**config.mk**
```make
export PLATFORM = sky130hd
export DESIGN_NAME = uep_ctrl
export DESIGN_NICKNAME = d
export VERILOG_FILES = /design/src/hw/uep_pkg.sv /design/src/hw/uep_setup_collect.sv /design/src/hw/uep_ctrl.sv
export VERILOG_INCLUDE_DIRS = /design/src /design/src/hw
export SDC_FILE = /design/constraint.sdc
export NUM_CORES = 1
export LEC_CHECK = 0
export BUFFER_PORTS_ARGS = -buffer_cell sky130_fd_sc_hd__buf_2
export CORE_MARGIN = 3
export CORE_UTILIZATION = 48
export CTS_CLUSTER_SIZE = 40
export DETAILED_ROUTE_END_ITERATION = 8
export PLACE_DENSITY = 0.89
export SLEW_MARGIN = 40
export SYNTH_ARGS = -nofsm -noshare
export SYNTH_HDL_FRONTEND = slang
export SYNTH_SLANG_ARGS = --single-unit
```
**constraint.sdc**
```tcl
create_clock -name clk -period 4.5 [get_ports clk]
set_clock_uncertainty 0.1 [all_clocks]
set_input_delay 0.675 -clock clk [delete_from_list [all_inputs] [get_ports clk]]
set_output_delay 0.675 -clock clk [all_outputs]
set_load 0.02 [all_outputs]
```
**src/hw/uep_cfg.svh**
```systemverilog
`ifndef UEP_CFG_SVH
`define UEP_CFG_SVH
// Standard request codes
`define UEP_REQ_GET_STATUS    8'h00
`define UEP_REQ_CLR_FEATURE   8'h01
`define UEP_REQ_SET_FEATURE   8'h03
`define UEP_REQ_SET_ADDRESS   8'h05
`define UEP_REQ_GET_DESC      8'h06
`define UEP_REQ_SET_DESC      8'h07
`define UEP_REQ_GET_CONFIG    8'h08
`define UEP_REQ_SET_CONFIG    8'h09
`define UEP_REQ_GET_INTF      8'h0A
`define UEP_REQ_SET_INTF      8'h0B
`define UEP_REQ_SYNCH_FRAME   8'h0C
// Feature selectors
`define UEP_FEAT_EP_HALT      16'h0000
`define UEP_FEAT_REMOTE_WAKE  16'h0001
// Descriptor types
`define UEP_DESC_INTERFACE    8'h04
`define UEP_DESC_ENDPOINT     8'h05
// Sizes
`define UEP_SETUP_BYTES       4'd8
`define UEP_NUM_EP            16
`define UEP_NUM_CONFIGS       2'd3
`define UEP_MPS_INT           9'd8
`define UEP_MPS_BULK          9'd64
`define UEP_MPS_ISO           9'd256
`define UEP_MPS_CTRL          9'd8
// Endpoint types, two bits per endpoint, and fixed directions, one bit per endpoint
`define UEP_EP_TYPES          32'hB6DB_6DB4
`define UEP_EP_DIR_IN         16'hAAAA
`endif

```
**src/hw/uep_pkg.sv**
```systemverilog
package uep_pkg;
  typedef enum logic [1:0] {
    UEP_TOK_SETUP,
    UEP_TOK_IN,
    UEP_TOK_OUT
  } uep_tok_t;
  typedef enum logic [1:0] {
    UEP_HS_ACK,
    UEP_HS_NAK,
    UEP_HS_STALL,
    UEP_HS_NONE
  } uep_hs_t;
  // Token from the link layer
  typedef struct packed {
    uep_tok_t   kind;
    logic [6:0] addr;
    logic [3:0] ep;
  } uep_token_t;
  // Decoded setup packet
  typedef struct packed {
    logic [7:0]  reqType;
    logic [7:0]  request;
    logic [15:0] value;
    logic [15:0] index;
    logic [15:0] length;
  } uep_setup_t;
  // Handshake answer
  typedef struct packed {
    uep_hs_t hs;
    logic    dataPid1;
  } uep_answer_t;
endpackage : uep_pkg

```
**src/hw/uep_setup_collect.sv**
```systemverilog
`timescale 1ns/1ps
`default_nettype none
`include "uep_cfg.svh"
// Collects the eight setup bytes into one request word
module uep_setup_collect (
  input  wire logic              clk,
  input  wire logic              rstN,
  input  wire logic              start,
  input  wire logic              byteValid,
  input  wire logic [7:0]        byteData,
  input  wire logic              pktEnd,
  output var  uep_pkg::uep_setup_t setupPkt,
  output logic                   setupDone
);
  logic [63:0] shift_r;
  logic [63:0] shift_nxt;
  logic [3:0]  cnt_r;
  logic [3:0]  cnt_nxt;
  logic        done_r;
  logic        done_nxt;

  // Byte count and shifter; a short or long packet gives no request
  always_comb begin
    shift_nxt = shift_r;
    cnt_nxt   = cnt_r;
    done_nxt  = 1'b0;
    if (start) begin
      cnt_nxt = 4'h0;
    end else if (byteValid && cnt_r != 4'hF) begin
      shift_nxt = {byteData, shift_r[63:8]};
      cnt_nxt   = cnt_r + 4'h1;
    end else if (pktEnd) begin
      done_nxt = (cnt_r == `UEP_SETUP_BYTES);
    end
  end

  always_ff @(posedge clk or negedge rstN) begin
    if (!rstN) begin
      shift_r <= 64'h0000_0000_0000_0000;
      cnt_r   <= 4'h0;
      done_r  <= 1'b0;
    end else begin
      shift_r <= shift_nxt;
      cnt_r   <= cnt_nxt;
      done_r  <= done_nxt;
    end
  end

  // Little-endian wire order into the fields
  assign setupPkt.reqType = shift_r[7:0];
  assign setupPkt.request = shift_r[15:8];
  assign setupPkt.value   = shift_r[31:16];
  assign setupPkt.index   = shift_r[47:32];
  assign setupPkt.length  = shift_r[63:48];
  assign setupDone        = done_r;
endmodule : uep_setup_collect
`default_nettype wire

```
**src/hw/uep_ctrl.sv**
```systemverilog
`timescale 1ns/1ps
`default_nettype none
`include "uep_cfg.svh"
module uep_ctrl (
  input  wire logic                 clk,
  input  wire logic                 reset_n,
  input  wire logic                 selfPowered,
  input  wire logic                 tokValid,
  input  var  uep_pkg::uep_token_t  tok,
  input  wire logic                 rxByteValid,
  input  wire logic [7:0]           rxByte,
  input  wire logic                 rxPktEnd,
  input  wire logic                 rxPktOk,
  input  wire logic                 hostAck,
  input  wire logic                 sofValid,
  input  wire logic [10:0]          sofFrame,
  input  wire logic                 fwAnswer,
  input  wire logic                 fwStall,
  output logic                      ansValid,
  output var  uep_pkg::uep_answer_t ans,
  output logic [15:0]               txWord,
  output logic                      fwSetupValid,
  output var  uep_pkg::uep_setup_t  fwSetup,
  output logic [6:0]                devAddr,
  output logic [1:0]                configSlot,
  output logic [7:0]                altSetting,
  output logic [10:0]               frameCount,
  output logic [15:0]               epHalted,
  output logic                      remoteWake,
  output logic [8:0]                epMaxPkt
);
  logic rstS1_r, rstS2_r, rstN, selfS1_r, selfS2_r;
  // Reset release through two flip-flops
  always_ff @(posedge clk or negedge reset_n) begin
    if (!reset_n) begin
      rstS1_r <= 1'b0;
      rstS2_r <= 1'b0;
    end else begin
      rstS1_r <= 1'b1;
      rstS2_r <= rstS1_r;
    end
  end
  assign rstN = rstS2_r;

  // Self-power level comes from a board pin, so it is synchronised first
  always_ff @(posedge clk or negedge rstN) begin
    if (!rstN) begin
      selfS1_r <= 1'b0;
      selfS2_r <= 1'b0;
    end else begin
      selfS1_r <= selfPowered;
      selfS2_r <= selfS1_r;
    end
  end

  // Max packet per endpoint type: 0 ctrl, 1 iso, 2 bulk, 3 int
  function automatic logic [8:0] maxPkt(input logic [3:0] ep);
    logic [31:0] types;
    types = `UEP_EP_TYPES;
    case (types[{ep, 1'b0} +: 2])
      2'd1:    maxPkt = `UEP_MPS_ISO;
      2'd2:    maxPkt = `UEP_MPS_BULK;
      2'd3:    maxPkt = `UEP_MPS_INT;
      default: maxPkt = `UEP_MPS_CTRL;
    endcase
  endfunction : maxPkt

  typedef enum logic [2:0] {
    IDLE, SETUP_DATA, DATA_STAGE, STATUS_STAGE
  } uep_state_t;

  uep_pkg::uep_setup_t setupPkt;
  logic                setupDone, isSetupTok, forMe;
  uep_state_t          state_r, state_nxt;
  logic [6:0]          addr_r, addr_nxt, pendAddr_r, pendAddr_nxt;
  logic                addrPend_r, addrPend_nxt;
  logic                pStall_r, pStall_nxt, fwOwn_r, fwOwn_nxt;
  logic                devToHost_r, devToHost_nxt;
  logic [1:0]          cfg_r, cfg_nxt;
  logic [7:0]          alt_r, alt_nxt;
  logic                wake_r, wake_nxt, syncOn_r, syncOn_nxt;
  logic [10:0]         frame_r, frame_nxt;
  logic [15:0]         halt_r, halt_nxt, tx_r, tx_nxt;
  logic                ansV_r, ansV_nxt, fwV_r, fwV_nxt;
  uep_pkg::uep_answer_t ans_r, ans_nxt;
  logic [3:0]          outEp_r, outEp_nxt, reqEp;
  logic                outPend_r, outPend_nxt;
  logic [15:0]         dirIn;

  assign isSetupTok = tokValid && tok.kind == uep_pkg::UEP_TOK_SETUP;
  assign forMe      = tok.addr == addr_r;
  assign reqEp      = setupPkt.index[3:0];
  assign dirIn      = `UEP_EP_DIR_IN;

  uep_setup_collect i_uep_setup_collect (
    .clk       (clk),
    .rstN      (rstN),
    .start     (isSetupTok && forMe),
    .byteValid (rxByteValid && state_r == SETUP_DATA),
    .byteData  (rxByte),
    .pktEnd    (rxPktEnd && rxPktOk && state_r == SETUP_DATA),
    .setupPkt  (setupPkt),
    .setupDone (setupDone)
  );

  // Control pipe, request decoding and endpoint stall answers
  always_comb begin
    state_nxt = state_r;  addr_nxt = addr_r;  pendAddr_nxt = pendAddr_r;
    addrPend_nxt = addrPend_r;  pStall_nxt = pStall_r;  fwOwn_nxt = fwOwn_r;
    devToHost_nxt = devToHost_r;  cfg_nxt = cfg_r;  alt_nxt = alt_r;
    wake_nxt = wake_r;  syncOn_nxt = syncOn_r;  frame_nxt = frame_r;
    halt_nxt = halt_r;  tx_nxt = tx_r;  outEp_nxt = outEp_r;
    outPend_nxt = outPend_r;
    ansV_nxt = 1'b0;  ans_nxt = '{uep_pkg::UEP_HS_NONE, 1'b0};
    fwV_nxt = 1'b0;
    // Frame capture runs once a synch-frame was seen
    if (syncOn_r && sofValid) frame_nxt = sofFrame;
    if (fwAnswer) begin
      pStall_nxt = pStall_r | fwStall;
    end
    // Other endpoints answer in any control stage, so ep0 cannot block them
    if (tokValid && forMe && tok.ep != 4'h0 &&
        tok.kind == uep_pkg::UEP_TOK_IN) begin
      ansV_nxt = 1'b1;
      ans_nxt.hs = (halt_r[tok.ep] || !dirIn[tok.ep]) ?
                   uep_pkg::UEP_HS_STALL : uep_pkg::UEP_HS_NAK;
    end
    // OUT waits for its data packet; any other token drops it
    if (tokValid && forMe && tok.ep != 4'h0 &&
        tok.kind == uep_pkg::UEP_TOK_OUT) begin
      outEp_nxt   = tok.ep;
      outPend_nxt = 1'b1;
    end else if (tokValid) begin
      outPend_nxt = 1'b0;
    end else if (outPend_r && rxPktEnd) begin
      outPend_nxt = 1'b0;
      if (rxPktOk) begin
        ansV_nxt = 1'b1;
        ans_nxt.hs = (halt_r[outEp_r] || dirIn[outEp_r]) ?
                     uep_pkg::UEP_HS_STALL : uep_pkg::UEP_HS_NAK;
      end
    end
    case (state_r)
      SETUP_DATA: begin
        if (setupDone) begin
          ansV_nxt = 1'b1;
          ans_nxt.hs = uep_pkg::UEP_HS_ACK;
          devToHost_nxt = setupPkt.reqType[7];
          state_nxt = (setupPkt.length != 16'h0000) ? DATA_STAGE : STATUS_STAGE;
          tx_nxt = 16'h0000;
          if (setupPkt.reqType[6:5] != 2'b00) begin
            fwOwn_nxt = 1'b1;
            fwV_nxt = 1'b1;
          end else begin
            case (setupPkt.request)
              `UEP_REQ_SET_ADDRESS: begin
                pendAddr_nxt = setupPkt.value[6:0];
                addrPend_nxt = 1'b1;
              end
              `UEP_REQ_SET_FEATURE, `UEP_REQ_CLR_FEATURE: begin
                if (setupPkt.reqType[1:0] == 2'd0 &&
                    setupPkt.value == `UEP_FEAT_REMOTE_WAKE)
                  wake_nxt = setupPkt.request[1];
                else if (setupPkt.reqType[1:0] == 2'd2 &&
                         setupPkt.value == `UEP_FEAT_EP_HALT && reqEp != 4'h0)
                  halt_nxt[reqEp] = setupPkt.request[1];
                else
                  pStall_nxt = 1'b1;
              end
              `UEP_REQ_GET_STATUS: begin
                if (setupPkt.reqType[1:0] == 2'd2)
                  tx_nxt = {8'h00, dirIn[reqEp], 3'b000, reqEp}
                           | {15'h0000, halt_r[reqEp]};
                else
                  tx_nxt = {14'h0000, wake_r, selfS2_r};
              end
              `UEP_REQ_SET_CONFIG: begin
                if (setupPkt.value[7:0] > {6'h00, `UEP_NUM_CONFIGS})
                  pStall_nxt = 1'b1;
                else begin
                  cfg_nxt = setupPkt.value[1:0];
                  alt_nxt = 8'h00;
                end
              end
              `UEP_REQ_GET_CONFIG: tx_nxt = {14'h0000, cfg_r};
              `UEP_REQ_SET_INTF: alt_nxt = setupPkt.value[7:0];
              `UEP_REQ_GET_INTF: tx_nxt = {8'h00, alt_r};
              `UEP_REQ_SYNCH_FRAME: syncOn_nxt = 1'b1;
              `UEP_REQ_GET_DESC, `UEP_REQ_SET_DESC: begin
                if (setupPkt.value[15:8] == `UEP_DESC_INTERFACE ||
                    setupPkt.value[15:8] == `UEP_DESC_ENDPOINT)
                  pStall_nxt = 1'b1;
                else begin
                  fwOwn_nxt = 1'b1;
                  fwV_nxt = 1'b1;
                end
              end
              default: pStall_nxt = 1'b1;
            endcase
          end
        end else if (rxPktEnd && !rxPktOk) begin
          state_nxt = IDLE; // Corrupt setup: no handshake
        end
      end
      DATA_STAGE, STATUS_STAGE: begin
        if (tokValid && forMe && tok.ep == 4'h0 &&
            tok.kind != uep_pkg::UEP_TOK_SETUP) begin
          ansV_nxt = 1'b1;
          if (pStall_r) ans_nxt.hs = uep_pkg::UEP_HS_STALL;
          else if (fwOwn_r && !fwAnswer) ans_nxt.hs = uep_pkg::UEP_HS_NAK;
          else if ((tok.kind == uep_pkg::UEP_TOK_IN) == devToHost_r &&
                   state_r == DATA_STAGE) begin
            ans_nxt.hs = uep_pkg::UEP_HS_ACK;
            ans_nxt.dataPid1 = 1'b1;
            state_nxt = STATUS_STAGE;
          end else begin
            ans_nxt.hs = uep_pkg::UEP_HS_ACK;
            ans_nxt.dataPid1 = 1'b1;
            state_nxt = IDLE;
            if (addrPend_r) begin
              addr_nxt = pendAddr_r;
              addrPend_nxt = 1'b0;
            end
          end
        end
      end
      default: state_nxt = IDLE;
    endcase
    // A new setup to ep0 always restarts the pipe and lifts protocol stall
    if (isSetupTok && forMe && tok.ep == 4'h0) begin
      state_nxt = SETUP_DATA;
      pStall_nxt = 1'b0;
      fwOwn_nxt = 1'b0;
      addrPend_nxt = 1'b0;
    end
  end

  always_ff @(posedge clk or negedge rstN) begin
    if (!rstN) begin
      state_r <= IDLE;  addr_r <= 7'h00;  pendAddr_r <= 7'h00;
      addrPend_r <= 1'b0;  pStall_r <= 1'b0;  fwOwn_r <= 1'b0;
      devToHost_r <= 1'b0;  cfg_r <= 2'h0;  alt_r <= 8'h00;
      wake_r <= 1'b0;  syncOn_r <= 1'b0;  frame_r <= 11'h000;
      halt_r <= 16'h0000;  tx_r <= 16'h0000;  outEp_r <= 4'h0;
      outPend_r <= 1'b0;
      ansV_r <= 1'b0;  ans_r <= '{uep_pkg::UEP_HS_NONE, 1'b0};
      fwV_r <= 1'b0;
    end else begin
      state_r <= state_nxt;  addr_r <= addr_nxt;  pendAddr_r <= pendAddr_nxt;
      addrPend_r <= addrPend_nxt;  pStall_r <= pStall_nxt;
      fwOwn_r <= fwOwn_nxt;  devToHost_r <= devToHost_nxt;
      cfg_r <= cfg_nxt;  alt_r <= alt_nxt;  wake_r <= wake_nxt;
      syncOn_r <= syncOn_nxt;  frame_r <= frame_nxt;  halt_r <= halt_nxt;
      tx_r <= tx_nxt;  outEp_r <= outEp_nxt;  ansV_r <= ansV_nxt;
      outPend_r <= outPend_nxt;
      ans_r <= ans_nxt;  fwV_r <= fwV_nxt;
    end
  end

  // Outputs, all from flip-flops except the fixed size lookup
  assign ansValid     = ansV_r;
  assign ans          = ans_r;
  assign txWord       = tx_r;
  assign fwSetupValid = fwV_r;
  assign fwSetup      = setupPkt;
  assign devAddr      = addr_r;
  assign configSlot   = cfg_r;
  assign altSetting   = alt_r;
  assign frameCount   = frame_r;
  assign epHalted     = halt_r;
  assign remoteWake   = wake_r;
  assign epMaxPkt     = maxPkt(outEp_r);
  logic unusedAck;
  assign unusedAck = hostAck;
endmodule : uep_ctrl
`default_nettype wire

```
==> Word level (Yosys, flattened, before mapping) <==
Memories as Yosys holds them, arrays and structs flattened.
Cells that the tools add are included.
{ "word_totals": {"ff_bits": 159, "mem_bits_ro": 48, "in_bits": 43, "out_inout_bits": 139, "elab_cells": 230, "memories": 3} }
{ "mem_list": {"columns": ["memory", "words", "word_bits", "read_ports", "rd_ports_with_merged_regs", "write_ports", "line_no", "rtl"], "rows": [
  ["(name not given)", 16, 1, 1, 0, 0, "uep_ctrl.sv:172", "tx_nxt = {8'h00, dirIn[reqEp], 3'b000, reqEp}"],
  ["(name not given)", 16, 1, 1, 0, 0, "uep_ctrl.sv:139", "ans_nxt.hs = (halt_r[outEp_r] || dirIn[outEp_r]) ?"],
  ["(name not given)", 16, 1, 1, 0, 0, "uep_ctrl.sv:125", "ans_nxt.hs = (halt_r[tok.ep] || !dirIn[tok.ep]) ?"]
]} }
{ "classes": {"add_sub_neg": 1, "n_lt_le_gt_ge": 5, "n_eq_ne": 35, "n_shift": 1, "n_mux": 88, "bitwise": 9, "n_reduce_logical": 61} }
{ "op_table": {"columns": ["cell", "count"], "rows": [
  ["$mux W1", 53],
  ["$eq A8 B3 Y1 const B", 5],
  ["$eq A8 B4 Y1 const B", 5],
  ["$shiftx A32 B6 Y2 const A", 1],
  ["$mux W8", 3],
  ["$pmux W8 S3", 1],
  ["$logic_and A1 B1 Y1", 22],
  ["$mux W3", 7],
  ["$mux W2", 10],
  ["$pmux W9 S2", 1],
  ["$bwmux W16", 1],
  ["$eq A16 B1 Y1 const B", 1],
  ["$logic_not A16 Y1", 1],
  ["$pmux W8 S2", 1],
  ["$reduce_and A4 Y1", 4],
  ["$reduce_bool A16 Y1", 1],
  ["$lt A4 B5 Y1 const B", 3],
  ["$reduce_and A5 Y1", 3],
  ["$bmux W1 S4", 3],
  ["$ne A3 B3 Y1 const B", 4],
  ["$reduce_and A6 Y1", 2],
  ["$reduce_bool A2 Y1", 6],
  ["$reduce_bool A3 Y1", 3],
  ["$eq A8 B1 Y1 const B", 1],
  ["other kinds (35)", 58]
]} }

==> Longest topological paths before layout <==
Gate-level depths: netlist of the first run.
{ "depth": {"word_depth": 12, "mapped_depth": 9, "mapped_depth_nobuf": 7} }

==> Cells and area by module <==
Synthesis of the first run repeated with hierarchy kept, for this count alone.
{ "hier_totals": {"hier_cells": 569, "area_unflattened_um2": 7395.8} }
{ "modules_own_cells": {"columns": ["mod", "n_inst", "cells_each", "area_per_inst_um2", "seq_area_each_um2"], "rows": [
  ["uep_ctrl", 1, 406, 4433.0, 2029.4],
  ["uep_setup_collect", 1, 163, 2962.8, 1726.7]
]} }

==> Least setup slack after synthesis of the first run <==
Ideal clock, no wire load.
{ "synth_path": {"path_kind": "input port to flip-flop", "start": "in tok[1] in the netlist's numbering", "end": "reg addr_r[0] (netlist: devAddr[0])", "setup_time_ps": 125, "arrival_ps": 2490, "required_ps": 4275, "slack_ps": 1785, "stages": 6, "path_buffers": 1, "path_cell_list": "or4_4 > nor3_4 > o211ai_4 > or4_1 > buf_6 > mux2_4"} }
{ "synth_between": {"elab_chain_cells": 4} }
{ "synth_rtl": {"columns": ["item", "line_no", "rtl"], "rows": [
  ["start: declaration", "uep_ctrl.sv:9", "input var uep_pkg::uep_token_t tok,"],
  ["$logic_not A4 Y1", "uep_ctrl.sv:206", "if (tokValid && forMe && tok.ep == 4'h0 &&"],
  ["$logic_and A1 B1 Y1 (2 in a row)", "uep_ctrl.sv:206", null],
  ["$reduce_and A6 Y1 (no line)", null, null],
  ["end signal: assignment", "uep_ctrl.sv:249", "state_r <= state_nxt; addr_r <= addr_nxt; pendAddr_r <= pendAddr_nxt;"],
  ["end: declaration", "uep_ctrl.sv:75", "logic [6:0] addr_r, addr_nxt, pendAddr_r, pendAddr_nxt;"]
]} }
No other way between the ends.
A chain may end at the register's enable or synchronous reset.

==> Worst setup path after layout of the first run <==
{ "layout_path": {"start": "reg outEp_r[0]", "end": "out epMaxPkt[8]"} }
{ "layout_between": {"elab_chain_cells": 3, "elab_cells_between_ends": 4, "classes_between": "eq/ne (2); shift (1); mux (1)"} }
{ "layout_rtl": {"columns": ["item", "line_no", "rtl"], "rows": [
  ["start: declaration", "uep_ctrl.sv:86", "logic [3:0] outEp_r, outEp_nxt, reqEp;"],
  ["start signal: assignment", "uep_ctrl.sv:254", "tx_r <= tx_nxt; outEp_r <= outEp_nxt; ansV_r <= ansV_nxt;"],
  ["$shiftx A32 B6 Y2 *", "uep_ctrl.sv:60", "case (types[{ep, 1'b0} +: 2])"],
  ["$eq A2 B2 Y1 or $eq A2 B1 Y1 (tied branches)", "uep_ctrl.sv:60", null],
  ["$pmux W9 S2 *", "uep_ctrl.sv:60", null],
  ["end: declaration", "uep_ctrl.sv:30", "output logic [8:0] epMaxPkt"]
]} }
Every way passes the cells marked *; elsewhere a longest branch is shown, timed or not.

==> results of run 1 <==
==> worst register-to-register path: stages (launching register included) <==
cell       delay (ns)
dfrtp_1          0.45
nand3b_1         0.60
nand4bb_1        0.49
nor2_1           0.35
nand4_1          0.34
nor3_1           0.37
mux2_1           0.36
==> cell type report <==
class | instances | share of cell area
Clock buffer | 20 | 0.05367
Multi-Input combinational cell | 366 | 0.3395
Inverter | 25 | 0.01103
Clock inverter | 12 | 0.02073
Sequential cell | 150 | 0.4420
Timing Repair Buffer | 172 | 0.1066
Tap cell | 180 | 0.02647
==> power groups by stage <==
stage | sequential (mW) | clock [mW] | combinational, mW
detailed placement | 1.89 | 0 | 0.986
finish | 1.87 | 1.51 | 0.993
global placement | 1.88 | 0 | 0.952
global route | 1.91 | 1.59 | 1.08
CTS | 1.87 | 1.53 | 0.990
floorplan | 1.97 | 0 | 0.498
==> layout by cell type (no fill, tap or decap), types with 2 or more instances in the layout <==
cell        count
mux2i_1         9
clkbuf_16      17
buf_12          2
nor2b_1         5
mux4_2          2
o31ai_1         7
nor4_1         16
mux2_2         18
nand3b_1        2
bufinv_16       4
o21a_1          3
o21ai_1        18
buf_4           2
nor4_2          3
a21oi_1         9
clkinv_2        2
nand3_1        17
clkinvlp_4      5
mux2_4          7
o21ai_0        12
nand2b_1        6
o22a_1          2
nor3_1          8
nand4_1         5
o211ai_1        3
xor2_1          3
inv_1          24
dfstp_2         2
dfrtp_1       146
a22o_1          8
ha_1            6
mux2_1         77
nor2_1         25
or3_1           3
conb_1         15
buf_2         166
xnor2_1         9
nand2_1        34
a31oi_1         6
clkbuf_8        2
==> metrics by stage <==
stage | area (um2) | power, mW | hold slack [ns]
after global routing | 8509 | 4.577 | 0.1372
final | 8509 | 4.368 | 0.1164
after CTS | 8486 | 4.389 | 0.2467
after global placement | 7828 | 2.832 | 0.2328
after floorplan | 6948 | 2.473 | 0.2311
after detailed placement | 7843 | 2.878 | 0.2395
==> layer usage <==
layer | wire length [um] | GRT usage
met3 | 1356 | 0.07506
met5 | 0 | 0
met1 | 7044 | 0.2797
met2 | 7696 | 0.3210
met4 | 383 | 0.08076
==> how the worst max path moves through the flow <==
stage	endpoint	slack [ns]
2_1_floorplan	devAddr[0]	1.78
3_5_place_dp	devAddr[0]	1.43
3_3_place_gp	devAddr[5]	1.45
5_1_grt	epMaxPkt[8]	1.11
6_report	epMaxPkt[8]	1.30
4_1_cts	epMaxPkt[8]	1.28
==> cells by family (layout without fill, tap and decap cells) <==
logic type	count (synthesis)	after routing	synth area share
flops	150	150	0.5445
simple gates	138	138	0.1090
mux	114	114	0.1937
compound gates	81	81	0.07873
buf+inv	67	229	0.04680
xor+xnor	12	12	0.01524
fa+ha+maj	6	6	0.01088
other cells	2	15	0.001089
==> state kept, by name, indices dropped and copies added, names as in the netlist, 2 cells and up <==
register	count
pendAddr_r	7
i_uep_setup_collect.cnt_r	4
txWord	8
devAddr	7
altSetting	8
configSlot	2
epHalted	16
outEp_r	4
i_uep_setup_collect.shift_r	64
state_r	2
frameCount	11
ans	3
==> repair_timing <==
action	CTS	global route
endpoints found under the setup margin	0	0
hold endpoints to repair	2	0
hold buffers	1	0
==> impl_summary.log, run 1 <==
INFO  metric status = finished clean
INFO  metric diodes = 0
INFO  metric htree_num_levels = 4
INFO  metric post-cts-setup-buffers = 0
INFO  metric total_leakage_power = 4.419 nW
INFO  metric multiInputGateArea = just under 0.003 mm2
INFO  metric category_of_cells_accounting_for_the_largest_share_of_critical_path_delay = flip-flops
INFO  metric drv_cap = 0
INFO  metric clock_tree_from_tritoncts = built
INFO  metric drt-pass1-iter-count = 5
INFO  metric crit_path_cell_trace = inv_1 -> ha_1 -> mux2_2 -> or2_1 -> o21ai_0 -> inv_1 -> ha_1 -> buf_2
INFO  metric pwr_density_cell = 513.3 mW/mm2
INFO  metric preCtsSetupSlack = 1.427 ns
INFO  metric worst_min_path_class = register to async pin
INFO  metric critical_path.reg2reg.endpoint = epHalted[1]
INFO  metric grt.overflow.total = 0
INFO  metric io_buffers = 166
INFO  metric worst-r2r-cell-count = 6
INFO  metric number_of_global_route_vias_before_repair = 5015
INFO  metric final-seq-area = between 0.003 and 0.004 mm2
INFO  metric die_area = 0.01584 mm2
INFO  metric synth_top_area_cell = dfrtp_1
INFO  metric core_region_area = ~0.014 mm2
INFO  metric postLayoutCoreUtil = 0.6083
INFO  metric dr.first_iter.drc_count = roughly 260
INFO  metric critical_path_arrival = 2.42 ns
INFO  metric dp.final_hpwl = 11880 um
INFO  metric gp_routability_congestion = just under 0.9
INFO  metric clkSinkCount = 150
INFO  metric final_layout_size_suffix_gt1_frac = 0.3275
INFO  metric p_clk_frac = 0.345
INFO  metric netlist.area_leader.share = 0.5369
INFO  metric cp_slowest_cell = dfrtp_1
INFO  metric cell_internal_pwr = 2.881 mW
INFO  metric critical_path_depth = 8
INFO  metric grt_antenna_before_repair = 0
INFO  metric timing.critical_path.to_type = output port
INFO  metric grt_pass1_wl = 26390 um
INFO  metric vias = 5082
INFO  metric post_cts.resized_instances = 0
INFO  metric fin_setup_tns = 0 ns
INFO  metric cts_max_path_buffers = 2
INFO  metric die_x = 125.9 um
INFO  metric most_used_standard_cells_in_the_synthesized_netlist = dfrtp_1, mux2_1, nand2_1
INFO  metric post_layout_nonfiller_instances = 925
INFO  metric cp_slowest_stage_delay = 0.53 ns
INFO  metric ff2ff_setup_slack = 1.32 ns
INFO  metric clkLatencyLatePin = approximately 0.42 ns
INFO  metric synth.most_common_cell = dfrtp_1
INFO  metric main_synth_ff_type = dfrtp_1
INFO  metric switching_share = 0.3405
INFO  metric drc = 0
INFO  metric worst_pin_slew = approximately 0.69 ns
INFO  metric post_synth.cell_area_avg = 12.10 um2
INFO  metric synth_area = between 0.006 and 0.007 mm2
INFO  metric final.fill_count = 1114
INFO  metric setup.worst_path.start_class = register
INFO  metric finish_stage_setup_viols = 0
INFO  metric max-slew-margin-rel = 0.5384
INFO  metric nets = 781
INFO  metric max_clock_freq = 312.8 MHz
INFO  metric synth-seq-area-share = 0.5445
INFO  metric clock-root-buffer = clkbuf_16
INFO  metric path_class = register to output port
INFO  metric count_of_final_hold_check_violations = 0
INFO  metric comb_power_share = 0.227
INFO  metric final_max_slew_violation_count = 0
INFO  metric path_max_fanout = 8
INFO  metric critPathBufInv = 3
INFO  metric rsz_0062_raised_after_global_routing = false
INFO  metric fin_crit_sh = 0.7104
INFO  metric netlist-cell-type-count = 63
INFO  metric syn2layout_area_growth = 23.36%
INFO  metric final_period_minus_worst_setup_slack = approximately 3.2 ns
INFO  metric postSynth.asyncResetShare = 1.000
INFO  metric rows = 43
INFO  metric setup_slack = approximately 1.3 ns
INFO  metric grt_start_max_net_pins = 85
INFO  metric power.share.sequential = 0.428
INFO  metric yosysWarnings = 0
INFO  metric worstSetupStartpoint = outEp_r[0]
INFO  metric synth_enable_flop_cells = 0
INFO  metric grt_usage = 0.2109
INFO  metric antenna_left = 0
INFO  metric timing.critical_path.required = 3.72 ns
INFO  metric routedWlPerCell = 17.82 um
INFO  metric finalWirelength = ~16000 um
INFO  metric place_inst = 891
INFO  metric avgViaCountPerCell = roughly 5.5
INFO  metric switching_power = roughly 1.5 mW
INFO  metric worst_setup_hold_path_clk_slew = 0.06 ns
INFO  metric pin_count = roughly 180
INFO  metric critical_path.reg2reg.startpoint = state_r[1]
INFO  metric die_height = 125.9 um
INFO  metric floorplan.initialDensity = 0.4931
INFO  metric post_synthesis_sequential_element_count = 150
INFO  metric synth_cells = 570
INFO  metric vdd_drop_max = 0.0003855 V
INFO  metric ys_top_cells_by_area = dfrtp_1, mux2_1, mux2_2
INFO  metric numCtsBuffers = 17
Note: power is estimated with default switching activity, not from simulation.
==> run 2, diff against run 1 <==
==> constraint.sdc (replaced) <==
create_clock -name clk -period 2.9 [get_ports clk]
set_clock_uncertainty 0.1 [all_clocks]
set_input_delay 0.435 -clock clk [delete_from_list [all_inputs] [get_ports clk]]
set_output_delay 0.435 -clock clk [all_outputs]
set_load 0.02 [all_outputs]
==> run 2 against run 1 <==
Net effect: register-to-register slack got worse by 1.1 ns; via count increased by 4.1%; non-clock buffer count increased by 28; global-route usage increased by 0.90 points; sequential power increased by 49%; critical path type unchanged; largest cell class unchanged.
==> impl_summary.log, run 2 (synthesized netlist as in run 1, its figures left out) <==
INFO  metric status = finished clean
INFO  metric path_class = register to output port
INFO  metric hold_ws = 0.02272 ns (-0.09366 ns)
INFO  metric vdd_drop_max = 0.0007701 V (+100%)
INFO  metric timing.critical_path.required = 2.37 ns (-1.35 ns)
INFO  metric drt-pass1-iter-count = 5 (unchanged)
INFO  metric worst_setup_hold_path_clk_slew = 0.06 ns (about the same)
INFO  metric post_layout_nonfiller_instances = 953 (+3.0%)
INFO  metric routedWlPerCell = 17.74 um (-0.42%)
INFO  metric vias = 5291 (+4.1%)
INFO  metric clkLatencyLatePin = 0.42 ns (about the same)
INFO  metric syn2layout_area_growth = 26.32%
INFO  metric core_region_area = 0.01399 mm2 (unchanged)
INFO  metric place_inst = 918 (+3.0%)
INFO  metric clock_tree_from_tritoncts = built
INFO  metric die_x = 125.9 um (unchanged)
INFO  metric final_layout_size_suffix_gt1_frac = 0.3532 (+0.02565)
INFO  metric drv_cap = 0 (unchanged)
INFO  metric clkSinkCount = 150 (unchanged)
INFO  metric total_leakage_power = 4.550 nW (+3.0%)
INFO  metric fin_setup_tns = 0 ns (unchanged)
INFO  metric setup.worst_path.start_class = register
INFO  metric count_of_final_hold_check_violations = 0 (unchanged)
INFO  metric timing.critical_path.to_type = output port
INFO  metric critical_path_arrival = 2.22 ns (-0.20 ns)
INFO  metric fin_crit_sh = 0.9497
INFO  metric grt_start_max_net_pins = 57 (-33%)
INFO  metric die_height = 125.9 um (unchanged)
INFO  metric io_buffers = 166 (unchanged)
INFO  metric antenna_left = 0 (unchanged)
INFO  metric largest_register_ffs = 64 (unchanged)
INFO  metric max-slew-margin-rel = 0.5991 (+0.06077)
INFO  metric final_period_minus_worst_setup_slack = around 2.8 ns
INFO  metric pwr_density_cell = 780.4 mW/mm2 (+52%)
INFO  metric cts_max_path_buffers = 2 (unchanged)
INFO  metric number_of_global_route_vias_before_repair = 5433 (+8.3%)
INFO  metric die_area = 0.01584 mm2 (unchanged)
INFO  metric pin_count = 182 (unchanged)
INFO  metric path_max_fanout = 8 (unchanged)
INFO  metric grt_pass1_wl = 27790 um (+5.3%)
INFO  metric grt_usage = 0.2199 (+0.008994)
INFO  metric numCtsBuffers = 17 (unchanged)
INFO  metric dr.first_iter.drc_count = 191 (-26%)
INFO  metric rows = 43 (unchanged)
INFO  metric dp.final_hpwl = 12550 um (+5.7%)
INFO  metric grt_antenna_before_repair = 0 (unchanged)
INFO  metric final_max_slew_violation_count = 0 (unchanged)
INFO  metric mostFrequentLayoutCell = buf_2
INFO  metric max_clock_freq = 363.1 MHz
INFO  metric final.fill_count = 1096 (-1.6%)
INFO  metric diodes = 0 (unchanged)
INFO  metric max_flop_register = i_uep_setup_collect.shift_r
INFO  metric gp_routability_congestion = 0.8580 (-2.1%)
INFO  metric avgViaCountPerCell = 5.552 (+1.1%)
INFO  metric drc = 0 (unchanged)
INFO  metric most-common-layout-cells = buf_2, dfrtp_1, mux2_1
INFO  metric clock-root-buffer = clkbuf_16
INFO  metric rsz_0062_raised_after_global_routing = false
INFO  metric worst_pin_slew = 0.6000 ns (-0.09033 ns)
INFO  metric floorplan.initialDensity = 0.4931 (unchanged)
INFO  metric nets = 809 (+3.6%)
INFO  metric worst_min_path_class = input pin to register
INFO  metric grt.overflow.total = 0 (unchanged)
INFO  metric finalWirelength = 16910 um (+2.6%)
INFO  metric htree_num_levels = 4 (unchanged)
INFO  metric finish_stage_setup_viols = 0 (unchanged)
## run 2: cell count changes in the layout (fill, tap and decap cells not counted), sizes merged
cell / change
bufinv: -1
buf: +28
inv: +2
clkbuf: -1
clkinv: -1
clkinvlp: +1
## run 2: critical path: stages (launching register included)
cell and delay [ns]:
dfrtp_2 0.47, ha_1 0.31, mux2_2 0.28, or2_1 0.20
o21ai_0 0.11, ha_1 0.28, buf_2 0.16
## run 2: metrics by stage
step / setup WS (ns) / instance area (um2) / util / power [mW]
CTS: 0.02820 / 8697 / 0.6217 / 6.851
floorplan: 0.3146 / 6948 / - / 3.837
global placement: 0.06687 / 8035 / 0.5744 / 4.478
finish: 0.1460 / 8713 / 0.6229 / 6.800
detailed placement: 0.05218 / 8063 / 0.5764 / 4.556
global route: 0.03024 / 8713 / 0.6229 / 7.147
## run 2: area by class of cell
cell class                 instances  area [um2]  share of cell area
inverter                          25       93.84             0.01077
timing repair buffer             200        1134              0.1301
multi-input combinational        366        2875              0.3300
clock buffer                      19       452.9             0.05198
sequential                       150        3762              0.4318
tap                              180       225.2             0.02585
clock inverter                    13       170.2             0.01953
## run 2: worst paths after layout
check	slack, ns	end	cells past startpoint	from
max	0.15	epMaxPkt[3]	6	outEp_r[1]
min	0.02	selfS1_r	1	selfPowered
max reg2reg	0.22	devAddr[5]	7	devAddr[4]
min reg2reg	0.23	i_uep_setup_collect.shift_r[38]	0	rstN
max in group asynchronous	1.75	outEp_r[1]	1	rstN
min in group asynchronous	0.23	i_uep_setup_collect.shift_r[38]	0	rstN
## run 2: timing repair
action,4_1_cts,5_1_grt
hold buffers,1,0
endpoints found under the hold margin,2,0
endpoints found under the setup margin,2,2
gates cloned,0,0
setup buffers,0,2
gates resized for setup,1,1
## run 2: power breakdown
group	switching (mW)	internal, mW
clock	0.862	1.41
sequential	0.374	2.41
combinational	1.11	0.640
total	2.34	4.46
## run 2: per-layer routing
layer | vias to the layer above | part of all wire | global-route usage
met1 | 2636 | 0.42 | 0.2756
li1 | 2419 | - | -
met2 | 206 | 0.49 | 0.3562
met3 | 30 | 0.076 | 0.07294
met5 | - | 0 | 0
met4 | 0 | 0.023 | 0.08517
